File: src/hdl/dhcp_pkg.sv
// Purpose: Shared constants and types for the debug host communication port
// Assumes: 32-bit system data, 16-word debug-reachable memory window
// Notes: Opcode values and the scan-identity address are block-local choices
package dhcp_pkg;
   // System-visible register addresses
   localparam logic [31:0] ADDR_DEBUG_PORT_VERSION = 32'hf0000408;
   localparam logic [31:0] ADDR_SCAN_IDENTITY = 32'hf0000464;
   localparam logic [31:0] RESET_DATA = 32'h00000000;
   // Version field position and the threshold that enables the scan identity
   localparam int VERSION_LSB = 0;
   localparam int VERSION_W = 8;
   localparam logic [7:0] VERSION_SCAN_ID_MIN = 8'h50;
   // Host instruction frame
   localparam int OPCODE_W = 8;
   localparam int WORD_W = 32;
   localparam logic [2:0] OPCODE_LAST = 3'h7;
   localparam logic [4:0] WORD_LAST = 5'h1f;
   localparam int MEM_AW = 4;
   localparam logic [31:0] PTR_STEP = 32'h00000001;
   localparam logic [7:0] OP_NONE = 8'h00;
   localparam logic [7:0] OP_SET_ADDRESS = 8'h01;
   localparam logic [7:0] OP_READ_WORD = 8'h02;
   localparam logic [7:0] OP_WRITE_WORD = 8'h03;
   localparam logic [7:0] OP_READ_BLOCK = 8'h04;
   localparam logic [7:0] OP_SUPERVISOR = 8'h05;
   localparam logic [7:0] OP_COMM_READ_WORD = 8'h06;
   localparam logic [7:0] OP_COMM_WRITE_WORD = 8'h07;
   // Debug info register bit positions
   localparam int INFO_RESET_SEEN = 0;
   localparam int INFO_ERROR = 1;
   localparam int INFO_READ_REQ = 2;
   localparam int INFO_WRITE_PEND = 3;

   typedef struct packed {
      logic tck;
      logic tms;
      logic tdi;
   } dhcp_jtag_t;

   typedef enum logic [1:0] {
      DHCP_HDR = 2'b00,
      DHCP_ACKB = 2'b01,
      DHCP_DATA = 2'b11
   } dhcp_stage_t;

   typedef enum logic [3:0] {
      TAP_RESET = 4'h0,
      TAP_IDLE = 4'h1,
      TAP_SEL_DR = 4'h3,
      TAP_CAP_DR = 4'h2,
      TAP_SHIFT_DR = 4'h6,
      TAP_EXIT1_DR = 4'h7,
      TAP_PAUSE_DR = 4'h5,
      TAP_EXIT2_DR = 4'h4,
      TAP_UPD_DR = 4'hc,
      TAP_SEL_IR = 4'hd,
      TAP_CAP_IR = 4'hf,
      TAP_SHIFT_IR = 4'he,
      TAP_EXIT1_IR = 4'ha,
      TAP_PAUSE_IR = 4'hb,
      TAP_EXIT2_IR = 4'h9,
      TAP_UPD_IR = 4'h8
   } dhcp_tap_t;
endpackage

File: src/hdl/dhcp_port.sv
// Purpose: Debug host communication port behind the scan tap
// Assumes: TCK far slower than REF_CLK; APP_RESET and app ports on REF_CLK
// Notes: Frame is 8 opcode bits, one acknowledge slot, then 32-bit words
// How it works
// - Aborted block read may leave pointer advanced.
// - Application reset reported as busy until supervisor query.
// - Accept decision at opcode end; later resets deferred.
// - Comm read during reset may leave flag set.
// - Read-only version in low byte, fixed address.
// - Scan identity present only when version reaches threshold.
// - Scan identity readable at fixed address.
`timescale 1ns/1ps
module dhcp_port #(
   parameter logic [7:0] VERSION = 8'h50,
   // Arbitrary value
   parameter logic [31:0] SCAN_ID = 32'h0a5c1d01
) (
   // Clock and reset
   input wire logic REF_CLK,
   input wire logic RESET,
   // Scan tap pins
   input wire logic TCK,
   input wire logic TMS,
   input wire logic TDI,
   output logic TDO,
   output logic TDO_OE_N,
   // System read port
   input wire logic SYS_RD,
   input wire logic [31:0] SYS_ADDR,
   output logic SYS_RVALID,
   output logic [31:0] SYS_RDATA,
   // Application side
   input wire logic APP_RESET,
   input wire logic COMM_CLEAR,
   input wire logic [31:0] APP_DATA,
   output logic HOST_READ_REQ,
   output logic HOST_WRITE_PEND,
   output logic [31:0] HOST_WRITE_DATA
);
   dhcp_pkg::dhcp_jtag_t pin_s1;
   dhcp_pkg::dhcp_jtag_t pin_s2;
   logic tck_d;
   dhcp_pkg::dhcp_tap_t tap;
   dhcp_pkg::dhcp_stage_t stage;
   logic [2:0] hdr_cnt;
   logic [4:0] bit_cnt;
   logic [7:0] op_sr;
   logic [7:0] cur_op;
   logic [31:0] in_sr;
   logic [31:0] out_sr;
   logic ack;
   logic reset_seen;
   logic error;
   logic [31:0] io_address_pointer;
   logic [31:0] mem_rdata;
   logic tck_rise;
   logic tck_fall;
   logic shifting;
   logic decide;
   logic accept;
   logic word_done;
   logic fetch;
   logic mem_wr;
   logic known_op;
   logic [7:0] op_now;
   logic [31:0] word_in;
   logic [31:0] debug_info_register;

   function automatic dhcp_pkg::dhcp_tap_t tap_next(input dhcp_pkg::dhcp_tap_t s, input logic tms);
      unique case (s)
         dhcp_pkg::TAP_RESET: tap_next = tms ? dhcp_pkg::TAP_RESET : dhcp_pkg::TAP_IDLE;
         dhcp_pkg::TAP_IDLE: tap_next = tms ? dhcp_pkg::TAP_SEL_DR : dhcp_pkg::TAP_IDLE;
         dhcp_pkg::TAP_SEL_DR: tap_next = tms ? dhcp_pkg::TAP_SEL_IR : dhcp_pkg::TAP_CAP_DR;
         dhcp_pkg::TAP_CAP_DR: tap_next = tms ? dhcp_pkg::TAP_EXIT1_DR : dhcp_pkg::TAP_SHIFT_DR;
         dhcp_pkg::TAP_SHIFT_DR: tap_next = tms ? dhcp_pkg::TAP_EXIT1_DR : dhcp_pkg::TAP_SHIFT_DR;
         dhcp_pkg::TAP_EXIT1_DR: tap_next = tms ? dhcp_pkg::TAP_UPD_DR : dhcp_pkg::TAP_PAUSE_DR;
         dhcp_pkg::TAP_PAUSE_DR: tap_next = tms ? dhcp_pkg::TAP_EXIT2_DR : dhcp_pkg::TAP_PAUSE_DR;
         dhcp_pkg::TAP_EXIT2_DR: tap_next = tms ? dhcp_pkg::TAP_UPD_DR : dhcp_pkg::TAP_SHIFT_DR;
         dhcp_pkg::TAP_UPD_DR: tap_next = tms ? dhcp_pkg::TAP_SEL_DR : dhcp_pkg::TAP_IDLE;
         dhcp_pkg::TAP_SEL_IR: tap_next = tms ? dhcp_pkg::TAP_RESET : dhcp_pkg::TAP_CAP_IR;
         dhcp_pkg::TAP_CAP_IR: tap_next = tms ? dhcp_pkg::TAP_EXIT1_IR : dhcp_pkg::TAP_SHIFT_IR;
         dhcp_pkg::TAP_SHIFT_IR: tap_next = tms ? dhcp_pkg::TAP_EXIT1_IR : dhcp_pkg::TAP_SHIFT_IR;
         dhcp_pkg::TAP_EXIT1_IR: tap_next = tms ? dhcp_pkg::TAP_UPD_IR : dhcp_pkg::TAP_PAUSE_IR;
         dhcp_pkg::TAP_PAUSE_IR: tap_next = tms ? dhcp_pkg::TAP_EXIT2_IR : dhcp_pkg::TAP_PAUSE_IR;
         dhcp_pkg::TAP_EXIT2_IR: tap_next = tms ? dhcp_pkg::TAP_UPD_IR : dhcp_pkg::TAP_SHIFT_IR;
         dhcp_pkg::TAP_UPD_IR: tap_next = tms ? dhcp_pkg::TAP_SEL_DR : dhcp_pkg::TAP_IDLE;
      endcase
   endfunction

   // Pins pass two flops; third flop only for TCK edge detection
   always_ff @(posedge REF_CLK) begin
      pin_s1 <= {TCK, TMS, TDI};
      pin_s2 <= pin_s1;
      tck_d <= pin_s2.tck;
   end

   assign tck_rise = pin_s2.tck && !tck_d;
   assign tck_fall = !pin_s2.tck && tck_d;
   assign shifting = tck_rise && (tap == dhcp_pkg::TAP_SHIFT_DR);
   assign op_now = {pin_s2.tdi, op_sr[7:1]};
   assign word_in = {pin_s2.tdi, in_sr[31:1]};
   assign decide = shifting && (stage == dhcp_pkg::DHCP_HDR) && (hdr_cnt == dhcp_pkg::OPCODE_LAST);
   assign accept = !reset_seen || (op_now == dhcp_pkg::OP_SUPERVISOR);
   assign word_done = shifting && (stage == dhcp_pkg::DHCP_DATA) && (bit_cnt == dhcp_pkg::WORD_LAST);
   assign known_op = (op_now != dhcp_pkg::OP_NONE) && (op_now <= dhcp_pkg::OP_COMM_WRITE_WORD);
   assign fetch = (decide && accept && ((op_now == dhcp_pkg::OP_READ_WORD) || (op_now == dhcp_pkg::OP_READ_BLOCK)))
                  || (word_done && (cur_op == dhcp_pkg::OP_READ_BLOCK));
   assign mem_wr = word_done && (cur_op == dhcp_pkg::OP_WRITE_WORD);
   always_comb begin
      debug_info_register = dhcp_pkg::RESET_DATA;
      debug_info_register[dhcp_pkg::INFO_RESET_SEEN] = reset_seen;
      debug_info_register[dhcp_pkg::INFO_ERROR] = error;
      debug_info_register[dhcp_pkg::INFO_READ_REQ] = HOST_READ_REQ;
      debug_info_register[dhcp_pkg::INFO_WRITE_PEND] = HOST_WRITE_PEND;
   end

   always_ff @(posedge REF_CLK) begin
      if (RESET) begin
         tap <= dhcp_pkg::TAP_RESET;
      end else if (tck_rise) begin
         tap <= tap_next(tap, pin_s2.tms);
      end
   end

   // Frame sequencing: opcode bits, acknowledge slot, data words
   always_ff @(posedge REF_CLK) begin
      if (RESET || (tck_rise && tap == dhcp_pkg::TAP_CAP_DR)) begin
         stage <= dhcp_pkg::DHCP_HDR;
         hdr_cnt <= 3'h0;
         bit_cnt <= 5'h0;
         op_sr <= 8'h00;
         cur_op <= dhcp_pkg::OP_NONE;
         in_sr <= 32'h00000000;
         out_sr <= 32'h00000000;
         ack <= 1'b0;
      end else if (decide) begin
         // Accept or reject is fixed here; a later reset waits for the next frame
         stage <= dhcp_pkg::DHCP_ACKB;
         ack <= accept;
         cur_op <= accept ? op_now : dhcp_pkg::OP_NONE;
         if (op_now == dhcp_pkg::OP_SUPERVISOR) begin
            out_sr <= debug_info_register;
         end else if (op_now == dhcp_pkg::OP_COMM_READ_WORD) begin
            out_sr <= APP_DATA;
         end else begin
            out_sr <= mem_rdata;
         end
      end else if (shifting) begin
         unique case (stage)
            dhcp_pkg::DHCP_HDR: begin
               op_sr <= op_now;
               hdr_cnt <= hdr_cnt + 3'h1;
            end
            dhcp_pkg::DHCP_ACKB: begin
               stage <= dhcp_pkg::DHCP_DATA;
            end
            dhcp_pkg::DHCP_DATA: begin
               in_sr <= word_in;
               bit_cnt <= bit_cnt + 5'h1;
               out_sr <= {1'b0, out_sr[31:1]};
               if (word_done) begin
                  if (cur_op == dhcp_pkg::OP_READ_BLOCK) begin
                     out_sr <= mem_rdata;
                  end else begin
                     cur_op <= dhcp_pkg::OP_NONE;
                  end
               end
            end
            default: begin
               stage <= dhcp_pkg::DHCP_HDR;
            end
         endcase
      end
   end

   // Pointer advances at each fetch, so a block read cut short still leaves it moved
   always_ff @(posedge REF_CLK) begin
      if (RESET) begin
         io_address_pointer <= 32'h00000000;
      end else if (word_done && cur_op == dhcp_pkg::OP_SET_ADDRESS) begin
         io_address_pointer <= word_in;
      end else if (fetch || mem_wr) begin
         io_address_pointer <= io_address_pointer + dhcp_pkg::PTR_STEP;
      end
   end

   dhcp_mem u_mem (
      .clk(REF_CLK),
      .addr(io_address_pointer[dhcp_pkg::MEM_AW-1:0]),
      .wr(mem_wr),
      .wdata(word_in),
      .rdata(mem_rdata)
   );

   // Reset report stays until the supervisor query; a new reset wins over its clear
   always_ff @(posedge REF_CLK) begin
      if (RESET) begin
         reset_seen <= 1'b0;
         error <= 1'b0;
      end else begin
         if (APP_RESET) begin
            reset_seen <= 1'b1;
         end else if (decide && op_now == dhcp_pkg::OP_SUPERVISOR) begin
            reset_seen <= 1'b0;
         end
         if (decide && accept && !known_op) begin
            error <= 1'b1;
         end else if (decide && op_now == dhcp_pkg::OP_SUPERVISOR) begin
            error <= 1'b0;
         end
      end
   end

   // Comm requests survive an application reset; only the clear control drops them
   always_ff @(posedge REF_CLK) begin
      if (RESET) begin
         HOST_READ_REQ <= 1'b0;
         HOST_WRITE_PEND <= 1'b0;
         HOST_WRITE_DATA <= 32'h00000000;
      end else begin
         if (decide && accept && op_now == dhcp_pkg::OP_COMM_READ_WORD) begin
            HOST_READ_REQ <= 1'b1;
         end else if (COMM_CLEAR) begin
            HOST_READ_REQ <= 1'b0;
         end
         if (word_done && cur_op == dhcp_pkg::OP_COMM_WRITE_WORD) begin
            HOST_WRITE_PEND <= 1'b1;
            HOST_WRITE_DATA <= word_in;
         end else if (COMM_CLEAR) begin
            HOST_WRITE_PEND <= 1'b0;
         end
      end
   end

   always_ff @(posedge REF_CLK) begin
      if (RESET) begin
         TDO <= 1'b0;
         TDO_OE_N <= 1'b1;
      end else if (tck_fall) begin
         TDO_OE_N <= (tap != dhcp_pkg::TAP_SHIFT_DR);
         TDO <= (stage == dhcp_pkg::DHCP_ACKB) ? ack : out_sr[0];
      end
   end

   // System read port: version and scan identity
   always_ff @(posedge REF_CLK) begin
      if (RESET) begin
         SYS_RVALID <= 1'b0;
         SYS_RDATA <= dhcp_pkg::RESET_DATA;
      end else begin
         SYS_RVALID <= SYS_RD;
         SYS_RDATA <= dhcp_pkg::RESET_DATA;
         if (SYS_RD && SYS_ADDR == dhcp_pkg::ADDR_DEBUG_PORT_VERSION) begin
            SYS_RDATA[dhcp_pkg::VERSION_LSB +: dhcp_pkg::VERSION_W] <= VERSION;
         end else if (SYS_RD && SYS_ADDR == dhcp_pkg::ADDR_SCAN_IDENTITY && VERSION >= dhcp_pkg::VERSION_SCAN_ID_MIN) begin
            SYS_RDATA <= SCAN_ID;
         end
      end
   end
endmodule

File: src/hdl/dhcp_mem.sv
// Purpose: Small memory window reached by host read and write instructions
// Assumes: Single clock, write and read on the same address port
// Notes: Read data is registered, one cycle behind the address
`timescale 1ns/1ps
module dhcp_mem (
   // Clock
   input wire logic clk,
   // Access
   input wire logic [dhcp_pkg::MEM_AW-1:0] addr,
   input wire logic wr,
   input wire logic [dhcp_pkg::WORD_W-1:0] wdata,
   output logic [dhcp_pkg::WORD_W-1:0] rdata
);
   logic [dhcp_pkg::WORD_W-1:0] mem [0:(1<<dhcp_pkg::MEM_AW)-1];

   always_ff @(posedge clk) begin
      if (wr) begin
         mem[addr] <= wdata;
      end
   end

   always_ff @(posedge clk) begin
      rdata <= mem[addr];
   end
endmodule

File: config.mk
export PLATFORM = sky130hd
export DESIGN_NAME = dhcp_port
export DESIGN_NICKNAME = d
export VERILOG_FILES = /design/src/hdl/dhcp_pkg.sv /design/src/hdl/dhcp_port.sv /design/src/hdl/dhcp_mem.sv
export SDC_FILE = /design/constraint.sdc
export NUM_CORES = 1
export LEC_CHECK = 0
export ABC_AREA = 1
export BUFFER_PORTS_ARGS = -buffer_cell sky130_fd_sc_hd__buf_2
export CAP_MARGIN = 20
export CORE_MARGIN = 2
export CORE_UTILIZATION = 45
export DETAILED_ROUTE_END_ITERATION = 8
export GPL_TIMING_DRIVEN = 1
export SYNTH_ARGS = -nofsm -noshare
export SYNTH_HDL_FRONTEND = slang
export SYNTH_SLANG_ARGS = --single-unit
File: constraint.sdc
create_clock -name REF_CLK -period 8.77 [get_ports REF_CLK]
set_input_delay 2.1925 -clock REF_CLK [delete_from_list [all_inputs] [get_ports REF_CLK]]
set_output_delay 2.1925 -clock REF_CLK [all_outputs]
set_load 0.05 [all_outputs]
# Word level (Yosys, flattened, before mapping)
# Memories as Yosys holds them, arrays and structs flattened. A register that Yosys moved wholly into a read port is not among the register bits.
# Index checks and enable logic that the tools add are counted.
[op_classes] eq_ne=32 addsub=3 n_lt_le_gt_ge=1 n_bitwise=2 n_mux=42 n_reduce_logical=52
[op_table] cell="two-way mux 32 bit" n=9
[op_table] cell="equality test 32 bit, second input constant" n=2
[op_table] cell="two-way mux 8 bit" n=6
[op_table] cell="one-hot mux 4 bit (12 select lines)" n=1
[op_table] cell="equality test 8 x 3 -> 1 bit, second input constant" n=5
[op_table] cell="adder 32 x 1 -> 32 bit, second input constant" n=1
[op_table] cell="equality test 4 bit, second input constant" n=8
[op_table] cell="two-way mux 28 bit" n=1
[op_table] cell="logical AND 1 bit" n=20
[op_table] cell="equality test 4 x 3 -> 1 bit, second input constant" n=4
[op_table] cell="equality test 8 x 2 -> 1 bit, second input constant" n=2
[op_table] cell="two-way mux 4 bit" n=4
[op_table] cell="nonzero test 2 bit" n=8
[op_table] cell="two-way mux 1 bit" n=14
[op_table] cell="OR reduction 2 bit" n=5
[op_table] cell="equality test 4 x 2 -> 1 bit, second input constant" n=2
[op_table] cell="equality test 8 x 1 -> 1 bit, second input constant" n=1
[op_table] cell="less-or-equal comparator 8 x 3 -> 1 bit, second input constant" n=1
[op_table] cell="nonzero test 8 bit" n=1
[op_table] cell="two-way mux 7 bit" n=1
[op_table] cell="two-way mux 2 bit" n=3
[op_table] cell="two-way mux 3 bit" n=2
[op_table] cell="AND reduction 2 bit" n=3
[op_table] cell="AND reduction 3 bit" n=2
[op_table] cell="18 further kinds" n=26
[totals] regBits=201 mem_count=1 mem_bits_rw=512 word_cells=161 input_bits=72 output_inout_bits=69
[memory_table] memory="u_mem.mem" words=16 word_bits=32 rd=1 rd_ports_with_merged_regs=1 write_ports=1 line_no="dhcp_mem.sv:14" source="logic [dhcp_pkg::WORD_W-1:0] mem [0:(1<<dhcp_pkg::MEM_AW)-1];"

# Logic depth before layout (Yosys ltp)
# Gate-level depths: netlist of run 1.
[depth] word_depth=11 mapped_depth=13 depth_no_buf=13

# Cells and area by module
# A second synthesis of run 1 with hierarchy kept.
[unflattened] cells_unflattened=3159 area_unflattened_um2=29657.2
[by_module_without_submodules] module="dhcp_mem" cells_per_inst=2113 instances=1 seq_area_each_um2=16015.4 area_per_inst_um2=22213.8
[by_module_without_submodules] module="dhcp_port" cells_per_inst=1046 instances=1 seq_area_each_um2=2902.8 area_per_inst_um2=7443.4

# Worst setup path before layout of run 1
# No wires, ideal clock.
[synth_timing] kind="reg2out" start="reg, netlist name SYS_RDATA[25]" end="out SYS_RDATA[10]" stages_incl_launch_ff=2 required_ns=6.577 n_path_buf=1 setup_slack_ns=5.509 t_arrival_ns=1.069 path_cell_list="dfxtp_1 buf_4"
[synth_rtl] element="end, declared" line_no="dhcp_port.sv:31" source="output logic [31:0] SYS_RDATA,"

# Worst setup path in the final report of run 1
[layout_timing] start="in RESET" end="reg out_sr[18]"
[layout_between] elab_chain_len=1
[layout_lines] element="start, declared" line_no="dhcp_port.sv:20" source="input wire logic RESET,"
[layout_lines] element="logical OR 1 bit" line_no="dhcp_port.sv:127" source="if (RESET || (tck_rise && tap == dhcp_pkg::TAP_CAP_DR)) begin"
[layout_lines] element="end signal, assigned" line_no="dhcp_port.sv:142" source="out_sr <= debug_info_register;"
[layout_lines] element="end signal, assigned" line_no="dhcp_port.sv:146" source="out_sr <= mem_rdata;"
[layout_lines] element="end signal, assigned" line_no="dhcp_port.sv:160" source="out_sr <= {1'b0, out_sr[31:1]};"
[layout_lines] element="end, declared" line_no="dhcp_port.sv:50" source="logic [31:0] out_sr;"
# Every way passes these cells.
# A chain may end at the register's enable or synchronous reset.

==> metrics.md, run 1 <==
| Metric | Value |
|---|---|
| Outcome | finished, violations left |
| Failing checks | design-rule violations |
| Placed cell count | between 3000 and 4000 |
| HP Class | reg2reg |
| Number of DRC markers in iteration 0 | between 1500 and 2000 |
| CTS tree | yes |
| Post-Layout Cell Count | between 3000 and 4000 |
| CTS clock-pin slew for the worst setup and hold paths | about 0.060 ns |
| Synth Register Bits | about 690 |
| Clk buf depth | 3 |
| Fraction of layout instances using a drive strength above 1 | 0.121 |
| Dpl hpwl | ~39000 um |
| Crit path cell chain | buf_2, inv_1, o21ai_4, inv_1, buf_4, o21ai_0, a21oi_1 |
| Final Setup Violations | 0 |
| Count of cell types in the netlist | between 40 and 50 |
| First-pass GRT wire length | ~110000 um |
| CP most frequent cell | inv_1 |
| Area delta synth->final | 13.4% |
| FMAX | roughly 230 MHz |
| Hold Buf Count CTS | 0 |
| Yosys warnings | 0 |
| Die H | 252 um |
| Largest delay share family, worst path | buffers and inverters |
| I/O pin count | 141 |
| # H-tree levels | 3 |
| Clk sinks | 689 |
| DR pass1 iterations | 9 |
| Total Routed Length | about 71000 um |
| Chip width | around 250 um |
| FF+latch area | between 15000 and 20000 sq um |
| Largest net degree at the start of global routing | between 200 and 250 |
| Post-synth top area share | 0.555 |
| Final net count | between 2000 and 3000 |
| Initial Util | 0.457 |
| Post-CTS Setup Bufs | 0 |
| Initial antenna violation count | 2 |
| Worst slew pin tran | between 1 and 1.5 ns |
| Most frequent cells in the layout | edfxtp_1, nand2_1, nor2_1 |
| Max capacitance violation total | 0 |
| WL per Instance | 20.4 um |
| Resized Gates After CTS | 0 |
| Final worst path period need | ~4.3 ns |
| Row cnt | 90 |
| CP Capture Type | flop |
| CP Class | in2reg |
| Worst VDD drop | around 140 uV |
| Arrival time at the worst endpoint | between 4 and 5 ns |
| Finished Cell Area | 31400 sq um |
| Area of the multi-input gates | around 7600 sq um |
| Synth Cell Area | 27700 sq um |
| Vias in the first global route | between 15000 and 20000 |
| Placement Cell Area | 28800 sq um |
| Port Buffers | around 120 |
| WP data required | approximately 9.3 ns |
| Startpoint types | input pin |
| Period utilisation layout | 0.494 |
| Area leader, netlist | edfxtp_1 |
| Syn_area_per_cell | around 11 sq um |
| CP bufs+invs | 4 |
| Pins Over Slew Limit | 0 |
| Slowest Stage Delay on Critical Path | between 0.7 and 0.8 ns |
| Routed Antenna Nets | 0 |
| Tot GR Track Use | 0.222 |
| Fin. Hold Viols | 0 |
| Fin Setup TNS | 0 ns |
| Worst path slowest cell | inv_1 |
| Inserted Clock Buffers | 73 |
| Hold slack | around 0.33 ns |
| Via count | between 15000 and 20000 |
| Fill count | about 5300 |
| Commonest non-fill, non-tap cell in the layout | edfxtp_1 |
| Die ar. | around 64000 sq um |
| RSZ-0062 raised after global routing | no |
| Clock Skews | 0.0232 ns |
| Worst skew pair latency | 0.61 ns |
| Largest cells by area after synthesis | edfxtp_1, dfxtp_1, o21ai_0 |
| Post-DR vias/cell | 5.52 |
| Post-synthesis sequential area ratio | 0.683 |
| P_leak | about 10 nW |
| Cells after synthesis | between 2000 and 3000 |
| GP Congestion | between 0.8 and 0.9 |
| Worst-path fanout max | 48 |
| Gr ovfl total | 0 |
| Worst rel slew slack | 0.260 |
| Core area | 60600 sq um |
| Pwr/cell area | 214 nW/um^2 |
| # DRC | 1 |
| CTS root buf | clkbuf_16 |
==> metrics by stage <==
step	power (W)	utilization	worst slack, ns
final	0.00673	0.518	4.44
after global routing	0.00692	0.518	4.14
after CTS	0.00678	0.518	4.48
after detailed placement	0.00360	0.476	3.85
after global placement	0.00360	0.476	3.93
after floorplan	0.00358	-	5.51
==> worst reg2reg max path: cells and delay by family, from the launching register on <==
| kind | cells | cell delay [ns] |
|---|---|---|
| flops | 1 | 0.52 |
| simple gates | 2 | 0.90 |
| buf+inv | 2 | 1.36 |
| fa+ha+maj | 1 | 0.30 |
==> cell usage after synthesis, drive strengths merged <==
master    n
edfxtp  512
nand2   386
nor2    383
o21ai   357
dfxtp   177
a21oi   139
inv     136
o22ai   128
clkbuf  106
nand3    88
buf      78
nand4    38
ha       11
nor3      9
nand3b    4
nor4      4
o211ai    3
xor2      3
a31oi     1
clkinv    1
conb      1
nor3b     1
o311ai    1
xnor2     1
==> state kept, by name (all words and copies together) (netlist names), 5 cells and up <==
register	flops
HOST_WRITE_DATA	32
out_sr	32
cur_op	8
bit_cnt	5
op_sr	7
u_mem.mem	512
u_mem.rdata	32
in_sr	31
==> kinds of logic (layout without fill, tap and decap cells) <==
| group | count (synthesis) | count (layout) | share of synthesized area |
|---|---|---|---|
| adders and majority gates | 11 | 11 | 0.00497 |
| buffers and inverters | 321 | 424 | 0.0521 |
| and+or+nand+nor | 913 | 913 | 0.136 |
| AOI/OAI and AO/OA | 629 | 629 | 0.122 |
| xor gates and xnor gates | 4 | 4 | 0.00127 |
| DFF | 689 | 689 | 0.683 |
| other | 1 | 20 | 0.000135 |
==> metal layers <==
layer / track usage / vias to the layer above / part of all wire
li1: - / 9079 / -
met5: 0 / - / 0.00014
met2: 0.363 / 623 / 0.47
met3: 0.0370 / 138 / 0.068
met1: 0.298 / 9330 / 0.43
met4: 0.0862 / 2 / 0.032
==> power breakdown <==
part / internal (W) / switching [W]
logic: 0.0000187 / 0.0000504
clock network: 0.00196 / 0.00124
registers: 0.00346 / 0.00000243
==> final cells by class <==
class | instances | area share
sequential | 689 | 0.603
multi-input combinational | 1576 | 0.241
clock buffer | 100 | 0.0677
tap | 782 | 0.0312
timing repair buffer | 152 | 0.0280
inverter | 137 | 0.0165
clock inverter | 35 | 0.0127
antenna | 1 | 0.0000797
==> final timing paths <==
check / start / endpoint / slack, ns / cells after the start
setup / recovery: RESET / out_sr[18] / 4.44 / 7
hold / removal: pin_s1[1] / pin_s2[1] / 0.33 / 0
setup reg to reg: io_address_pointer[1] / u_mem.mem[0][4] / 5.35 / 5
hold reg to reg: pin_s1[1] / pin_s2[1] / 0.33 / 0
(Power assumes the default switching activity.)
==> inputs of run 2 (changes only) <==
Clock period 8.77 ns to 4.49 ns, I/O delays scaled along.
==> run 2 against run 1 <==
Net effect: the run now ends clean; worst hold slack worse by 0.0059 ns; sequential share of layout area about the same; critical path type is now reg2reg; register-to-register slack worse by 4.0 ns; die area unchanged; total power up 93%; global-route usage down 0.061 points; cell count up 0.17%; utilization about the same; flip-flop and latch count unchanged; sequential power up 95%.
==> metrics.md, run 2 (same netlist as run 1, synthesis figures left out) <==
| Metric | Value |
|---|---|
| Die H | between 200 and 300 um |
| Fin Setup TNS | 0 ns |
| Area delta synth->final | 13.3% |
| CTS clock-pin slew for the worst setup and hold paths | about 0.060 ns |
| GR Util met3 | 0.0349 |
| FMAX | between 300 and 400 MHz |
| Post-Layout Cell Count | around 3500 |
| GP Congestion | a little under 0.9 |
| Dpl hpwl | between 40000 and 50000 um |
| Fin. Hold Viols | 0 |
| First-pass GRT wire length | 108000 um |
| Final Setup Violations | 0 |
| Pins Over Slew Limit | 0 |
| Number of DRC markers in iteration 0 | 1711 |
| Chip width | 252 um |
| HP Class | reg2reg |
| Met1 Usage GRT | 0.301 |
| Worst slew pin tran | between 1 and 1.5 ns |
| Row cnt | 90 |
| Crit path cell chain | ha_1, inv_1, nor2_1, ha_1, nand2_1, nor2_8, nand2_1, inv_1, nand2_1, nor2_4, buf_4 |
| Fraction of layout instances using a drive strength above 1 | 0.122 |
| RSZ-0062 raised after global routing | no |
| Worst skew pair latency | about 0.63 ns |
| Die ar. | around 64000 sq um |
| Tot GR Track Use | 0.222 |
| Via count | 19200 |
| Inserted Clock Buffers | 72 |
| CTS root buf | clkbuf_16 |
| Routed Antenna Nets | 0 |
| CP most frequent cell | nand2_1 |
| Hold path depth | 0 |
| Most frequent cells in the layout | edfxtp_1, nand2_1, nor2_1 |
| GRT met2 Usage | 0.359 |
| Largest net degree at the start of global routing | ~170 |
| Max capacitance violation total | 0 |
| Final worst path period need | 3.12 ns |
| CP Capture Type | flop |
| Initial antenna violation count | 3 |
| Largest register by flop count | u_mem.mem |
| R2r worst-path depth | 11 |
| Core area | about 61000 sq um |
| Clock Skews | approximately 0.03 ns |
| I/O pin count | roughly 140 |
| Initial Util | 0.457 |
| Worst rel slew slack | 0.280 |
| Gr ovfl total | 0 |
| Total Routed Length | ~71000 um |
| Clk buf depth | 3 |
| Startpoint types | flop |
| WL per Instance | between 20 and 25 um |
| Clk sinks | between 600 and 700 |
| Period utilisation layout | 0.694 |
| CP Class | reg2reg |
| Commonest non-fill, non-tap cell in the layout | edfxtp_1 |
| Post-DR vias/cell | around 5.5 |
| Resized Gates After CTS | 0 |
| Worst path slowest cell | nor2_4 |
| Outcome | finished clean |
| Post-layout util | 0.518 |
| Number of flip-flops in the largest register | 512 |
| CTS tree | yes |
| Final net count | roughly 2700 |
| Vias in the first global route | roughly 19000 |
| Arrival time at the worst endpoint | roughly 3.4 ns |
| # H-tree levels | 3 |
| WP data required | 4.81 ns |
| Worst-path fanout max | 22 |
| Gr busiest metal | met2 |
| Worst VDD drop | about 230 uV |
| # DRC | 0 |
| DR pass1 iterations | 6 |
| Total chip power | 0.0130 W |
| Placed cell count | approximately 3300 |
| Hold Buf Count CTS | 0 |
| Slowest Stage Delay on Critical Path | a little under 0.8 ns |
| Post-CTS Setup Bufs | 0 |
| P_leak | about 10 nW |
| Port Buffers | roughly 120 |
| Pwr/cell area | approximately 410 nW/um^2 |
[run 2: cell count changes in the layout (fill, tap and decap cells not counted), moves of 2 or more]
cell	before	now
buf_16	1	3
buf_4	28	33
clkinv_2	11	14
clkbuf_8	7	2
clkbuf_16	79	74
clkinv_8	0	2
clkinvlp_4	0	3
[run 2: worst paths after layout]
check	start	endpoint	slack (ns)
min	pin_s1[2]	pin_s2[2]	0.33
max	bit_cnt[0]	u_mem.mem[7][18]	1.37
min reg2reg	pin_s1[2]	pin_s2[2]	0.33
max reg2reg	bit_cnt[0]	u_mem.mem[7][18]	1.37
[run 2: critical path: cells and delay by family, from the launching register on]
| family | cells | cell delay (ns) |
|---|---|---|
| fa+ha+maj | 2 | 0.34 |
| buf+inv | 3 | 0.55 |
| flops | 1 | 0.36 |
| simple gates | 6 | 1.58 |
[run 2: area by class of cell]
type                    count  area [sq um]
clock buffers              90          1930
flip-flops and latches    689         18900
multi-input cells        1576          7560
diodes                      1          2.50
repair buffers            159           976
well taps                 782           978
clock inverters            44           487
inverters                 137           519
fillers                  5219         29200
[run 2: report_power, final]
| group | switching [W] | internal (W) |
|---|---|---|
| clock network | 0.00251 | 0.00360 |
| registers | 0.00000448 | 0.00675 |
| logic | 0.0000985 | 0.0000375 |
| total | 0.00261 | 0.0104 |
[run 2: routing by layer]
| metal | share of wire | up-vias |
|---|---|---|
| met3 | 0.070 | 114 |
| met4 | 0.032 | 0 |
| met2 | 0.47 | 696 |
| met5 | 0 | - |
| li1 | - | 9083 |
| met1 | 0.43 | 9354 |
[run 2: stage by stage]
| stage | setup WS, ns | hold WS (ns) | cell area (sq um) |
|---|---|---|---|
| CTS | 1.35 | 0.328 | 31300 |
| global route | 1.15 | 0.343 | 31400 |
| floorplan | 1.35 | 0.310 | 27800 |
| detailed placement | 1.36 | 0.314 | 28900 |
| global placement | 1.41 | 0.311 | 28900 |
| finish | 1.37 | 0.326 | 31400 |
==> inputs of run 3 (changes only) <==
Settings changed: ABC_AREA 1 to 0.
Clock period 4.49 ns to 3.15 ns, I/O delays scaled along.
==> run 3 against run 2 <==
Net effect: synthesized cell count fell by 38%; sequential share of layout area increased by 0.37 points; via count fell by 23%; critical path type unchanged; critical endpoint is now u_mem.mem[12][15]; largest cell class unchanged; largest power group unchanged; highest routed layer is now met5.
==> metrics.md, run 3 <==
| Metric | Value |
|---|---|
| Synth Cell Area | about 27000 sq um |
| Dpl hpwl | slightly above 40000 um |
| Vias in the first global route | 14400 |
| Clk sinks | 689 |
| Post-layout util | 0.529 |
| Fin. Hold Viols | 0 |
| Min setup slack post-route | about 0.11 ns |
| CTS root buf | clkbuf_16 |
| Fill count | between 4000 and 5000 |
| GR Util met3 | 0.0386 |
| Port Buffers | approximately 120 |
| Worst slew pin tran | 0.953 ns |
| Arrival time at the worst endpoint | roughly 3.3 ns |
| FMAX | 329 MHz |
| Number of flip-flops in the largest register | 512 |
| Number of DRC markers in iteration 0 | approximately 1300 |
| CTS tree | yes |
| Hold Crit Start | TDI |
| Count of cell types in the netlist | 65 |
| Synth Register Bits | 689 |
| CP Capture Type | flop |
| Largest register by flop count | u_mem.mem |
| Routed Antenna Nets | 0 |
| HP Class | in2reg |
| Initial antenna violation count | 4 |
| Post-Layout Cell Count | about 2600 |
| # DRC | 0 |
| Startpoint types | flop |
| R2r worst-path depth | 11 |
| WL per Instance | ~25 um |
| DR pass1 iterations | 5 |
| Tot GR Track Use | 0.210 |
| GRT met2 Usage | 0.321 |
| Worst skew pair latency | between 0.6 and 0.7 ns |
| Via count | about 15000 |
| Most frequent cells in the layout | edfxtp_1, nand2_1, dfxtp_1 |
| I/O pin count | approximately 140 |
| Post-synth top area share | 0.572 |
| Post-DR vias/cell | 5.78 |
| Worst Hold Endpoint | pin_s1[0] |
| # H-tree levels | 3 |
| Worst VDD drop | 442 uV |
| FF-to-FF End | u_mem.mem[12][15] |
| EDFF count, synth | between 500 and 600 |
| Period utilisation layout | 0.965 |
| Placement Cell Area | between 20000 and 30000 sq um |
| First-pass GRT wire length | ~94000 um |
| Post-synthesis sequential area ratio | 0.704 |
| Die ar. | 61700 sq um |
| CP Class | reg2reg |
| Outcome | finished clean |
| Total Routed Length | 64100 um |
| Inserted Clock Buffers | 72 |
| FF+latch area | ~19000 sq um |
| Fraction of layout instances using a drive strength above 1 | 0.283 |
| Pins Over Slew Limit | 0 |
| Cells after synthesis | 1599 |
| Initial Util | 0.455 |
| Core area | 59000 sq um |
| Finished Cell Area | 31200 sq um |
| Gr busiest metal | met2 |
| # diodes | 0 |
| Max capacitance violation total | 0 |
| Final worst path period need | about 3 ns |
| Most frequent cell after synthesis | edfxtp_1 |
| Top post-synthesis cells by count | edfxtp_1, nand2_1, dfxtp_1 |
| Fin Setup TNS | 0 ns |
| Largest cells by area after synthesis | edfxtp_1, mux4_2, dfxtp_1 |
| Row cnt | 89 |
| Ys async rst share | 0 |
| Chip width | 248 um |
| Area leader, netlist | edfxtp_1 |
| Pre-CTS setup slack | approximately 0.043 ns |
| Worst-path fanout max | 32 |
| P_leak | roughly 10 nW |
| Pwr/cell area | 586 nW/um^2 |
| Clock Skews | just over 0.03 ns |
| Yosys warnings | 0 |
| Die H | roughly 250 um |
| Final Setup Violations | 0 |
| Syn_area_per_cell | approximately 17 sq um |
| Placed cell count | about 2400 |
| RSZ-0062 raised after global routing | no |
| GP Congestion | slightly above 0.8 |
| Area delta synth->final | 16.1% |
| Area of the multi-input gates | between 7000 and 8000 sq um |
| Reg2Reg Setup Slack | between 0.1 and 0.15 ns |
| CTS clock-pin slew for the worst setup and hold paths | roughly 0.060 ns |
| Top_reg_cell synth | edfxtp_1 |
| Gr ovfl total | 0 |
| Hold path depth | 1 |
| Commonest non-fill, non-tap cell in the layout | edfxtp_1 |
| Worst R2R Start | bit_cnt[0] |
| Largest net degree at the start of global routing | 64 |
| Final net count | 1826 |
| Clk buf depth | 3 |
| Met1 Usage GRT | 0.316 |
| Worst rel slew slack | 0.364 |
| WP data required | 3.42 ns |
-- run 3: how the worst max path moves through the flow --
stage,startpoint,endpoint,slack [ns]
after floorplan,tap[3],u_mem.mem[13][0],-0.1
after global placement,bit_cnt[0],u_mem.mem[3][0],0.11
after detailed placement,bit_cnt[0],u_mem.mem[3][0],0.04
after CTS,bit_cnt[0],u_mem.mem[15][15],0.01
after global routing,bit_cnt[0],u_mem.mem[12][14],0.01
final,bit_cnt[0],u_mem.mem[12][15],0.11
-- run 3: metrics by stage --
step / power (W) / hold slack, ns
global placement: 0.0100 / 0.317
floorplan: 0.00995 / 0.310
detailed placement: 0.0100 / 0.316
CTS: 0.0185 / 0.247
global route: 0.0188 / 0.265
finish: 0.0183 / 0.285
-- run 3: power by group --
group          total, W  internal (W)  switching, W
combinational  0.000185     0.0000522      0.000132
sequential      0.00963       0.00963    0.00000798
clock           0.00847       0.00505       0.00342
total            0.0183        0.0147       0.00356
-- run 3: cell families (layout without fill, tap and decap cells) --
group | Yosys count | after routing | share of synthesized area
AOI/OAI and AO/OA | 209 | 209 | 0.0516
xor gates and xnor gates | 6 | 6 | 0.00196
adders and majority gates | 11 | 11 | 0.00512
buffers and inverters | 149 | 334 | 0.0267
DFF | 689 | 689 | 0.704
muxes | 205 | 205 | 0.151
other | 1 | 19 | 0.000140
and+or+nand+nor | 329 | 329 | 0.0594
-- run 3: final cells by class --
type	instances	area share
flip-flops and latches	689	0.607
multi-input cells	779	0.239
clock buffers	105	0.0673
repair buffers	189	0.0458
well taps	773	0.0310
clock inverters	28	0.00882
inverters	12	0.00144
-- run 3: repair_timing --
item | CTS | global route
setup buffers | 0 | 1
resized for setup | 0 | 1
setup endpoints to repair | 0 | 153
hold buffers | 0 | 0
-- run 3: per-layer routing --
layer,vias to the layer above,part of all wire
met5,-,0.00034
met4,4,0.017
met3,73,0.067
met2,538,0.46
met1,7720,0.46
li1,6548,-
-- run 3: worst max-delay path, cell delays in order (launching register included) --
cell	delay (ns)
dfxtp_1	0.38
ha_1	0.19
and3_1	0.17
ha_1	0.16
nand4_1	0.17
or4_4	0.55
nor3_4	0.24
buf_12	0.14
nand2_1	0.10
buf_4	0.19
nor2_4	0.13
buf_12	0.24
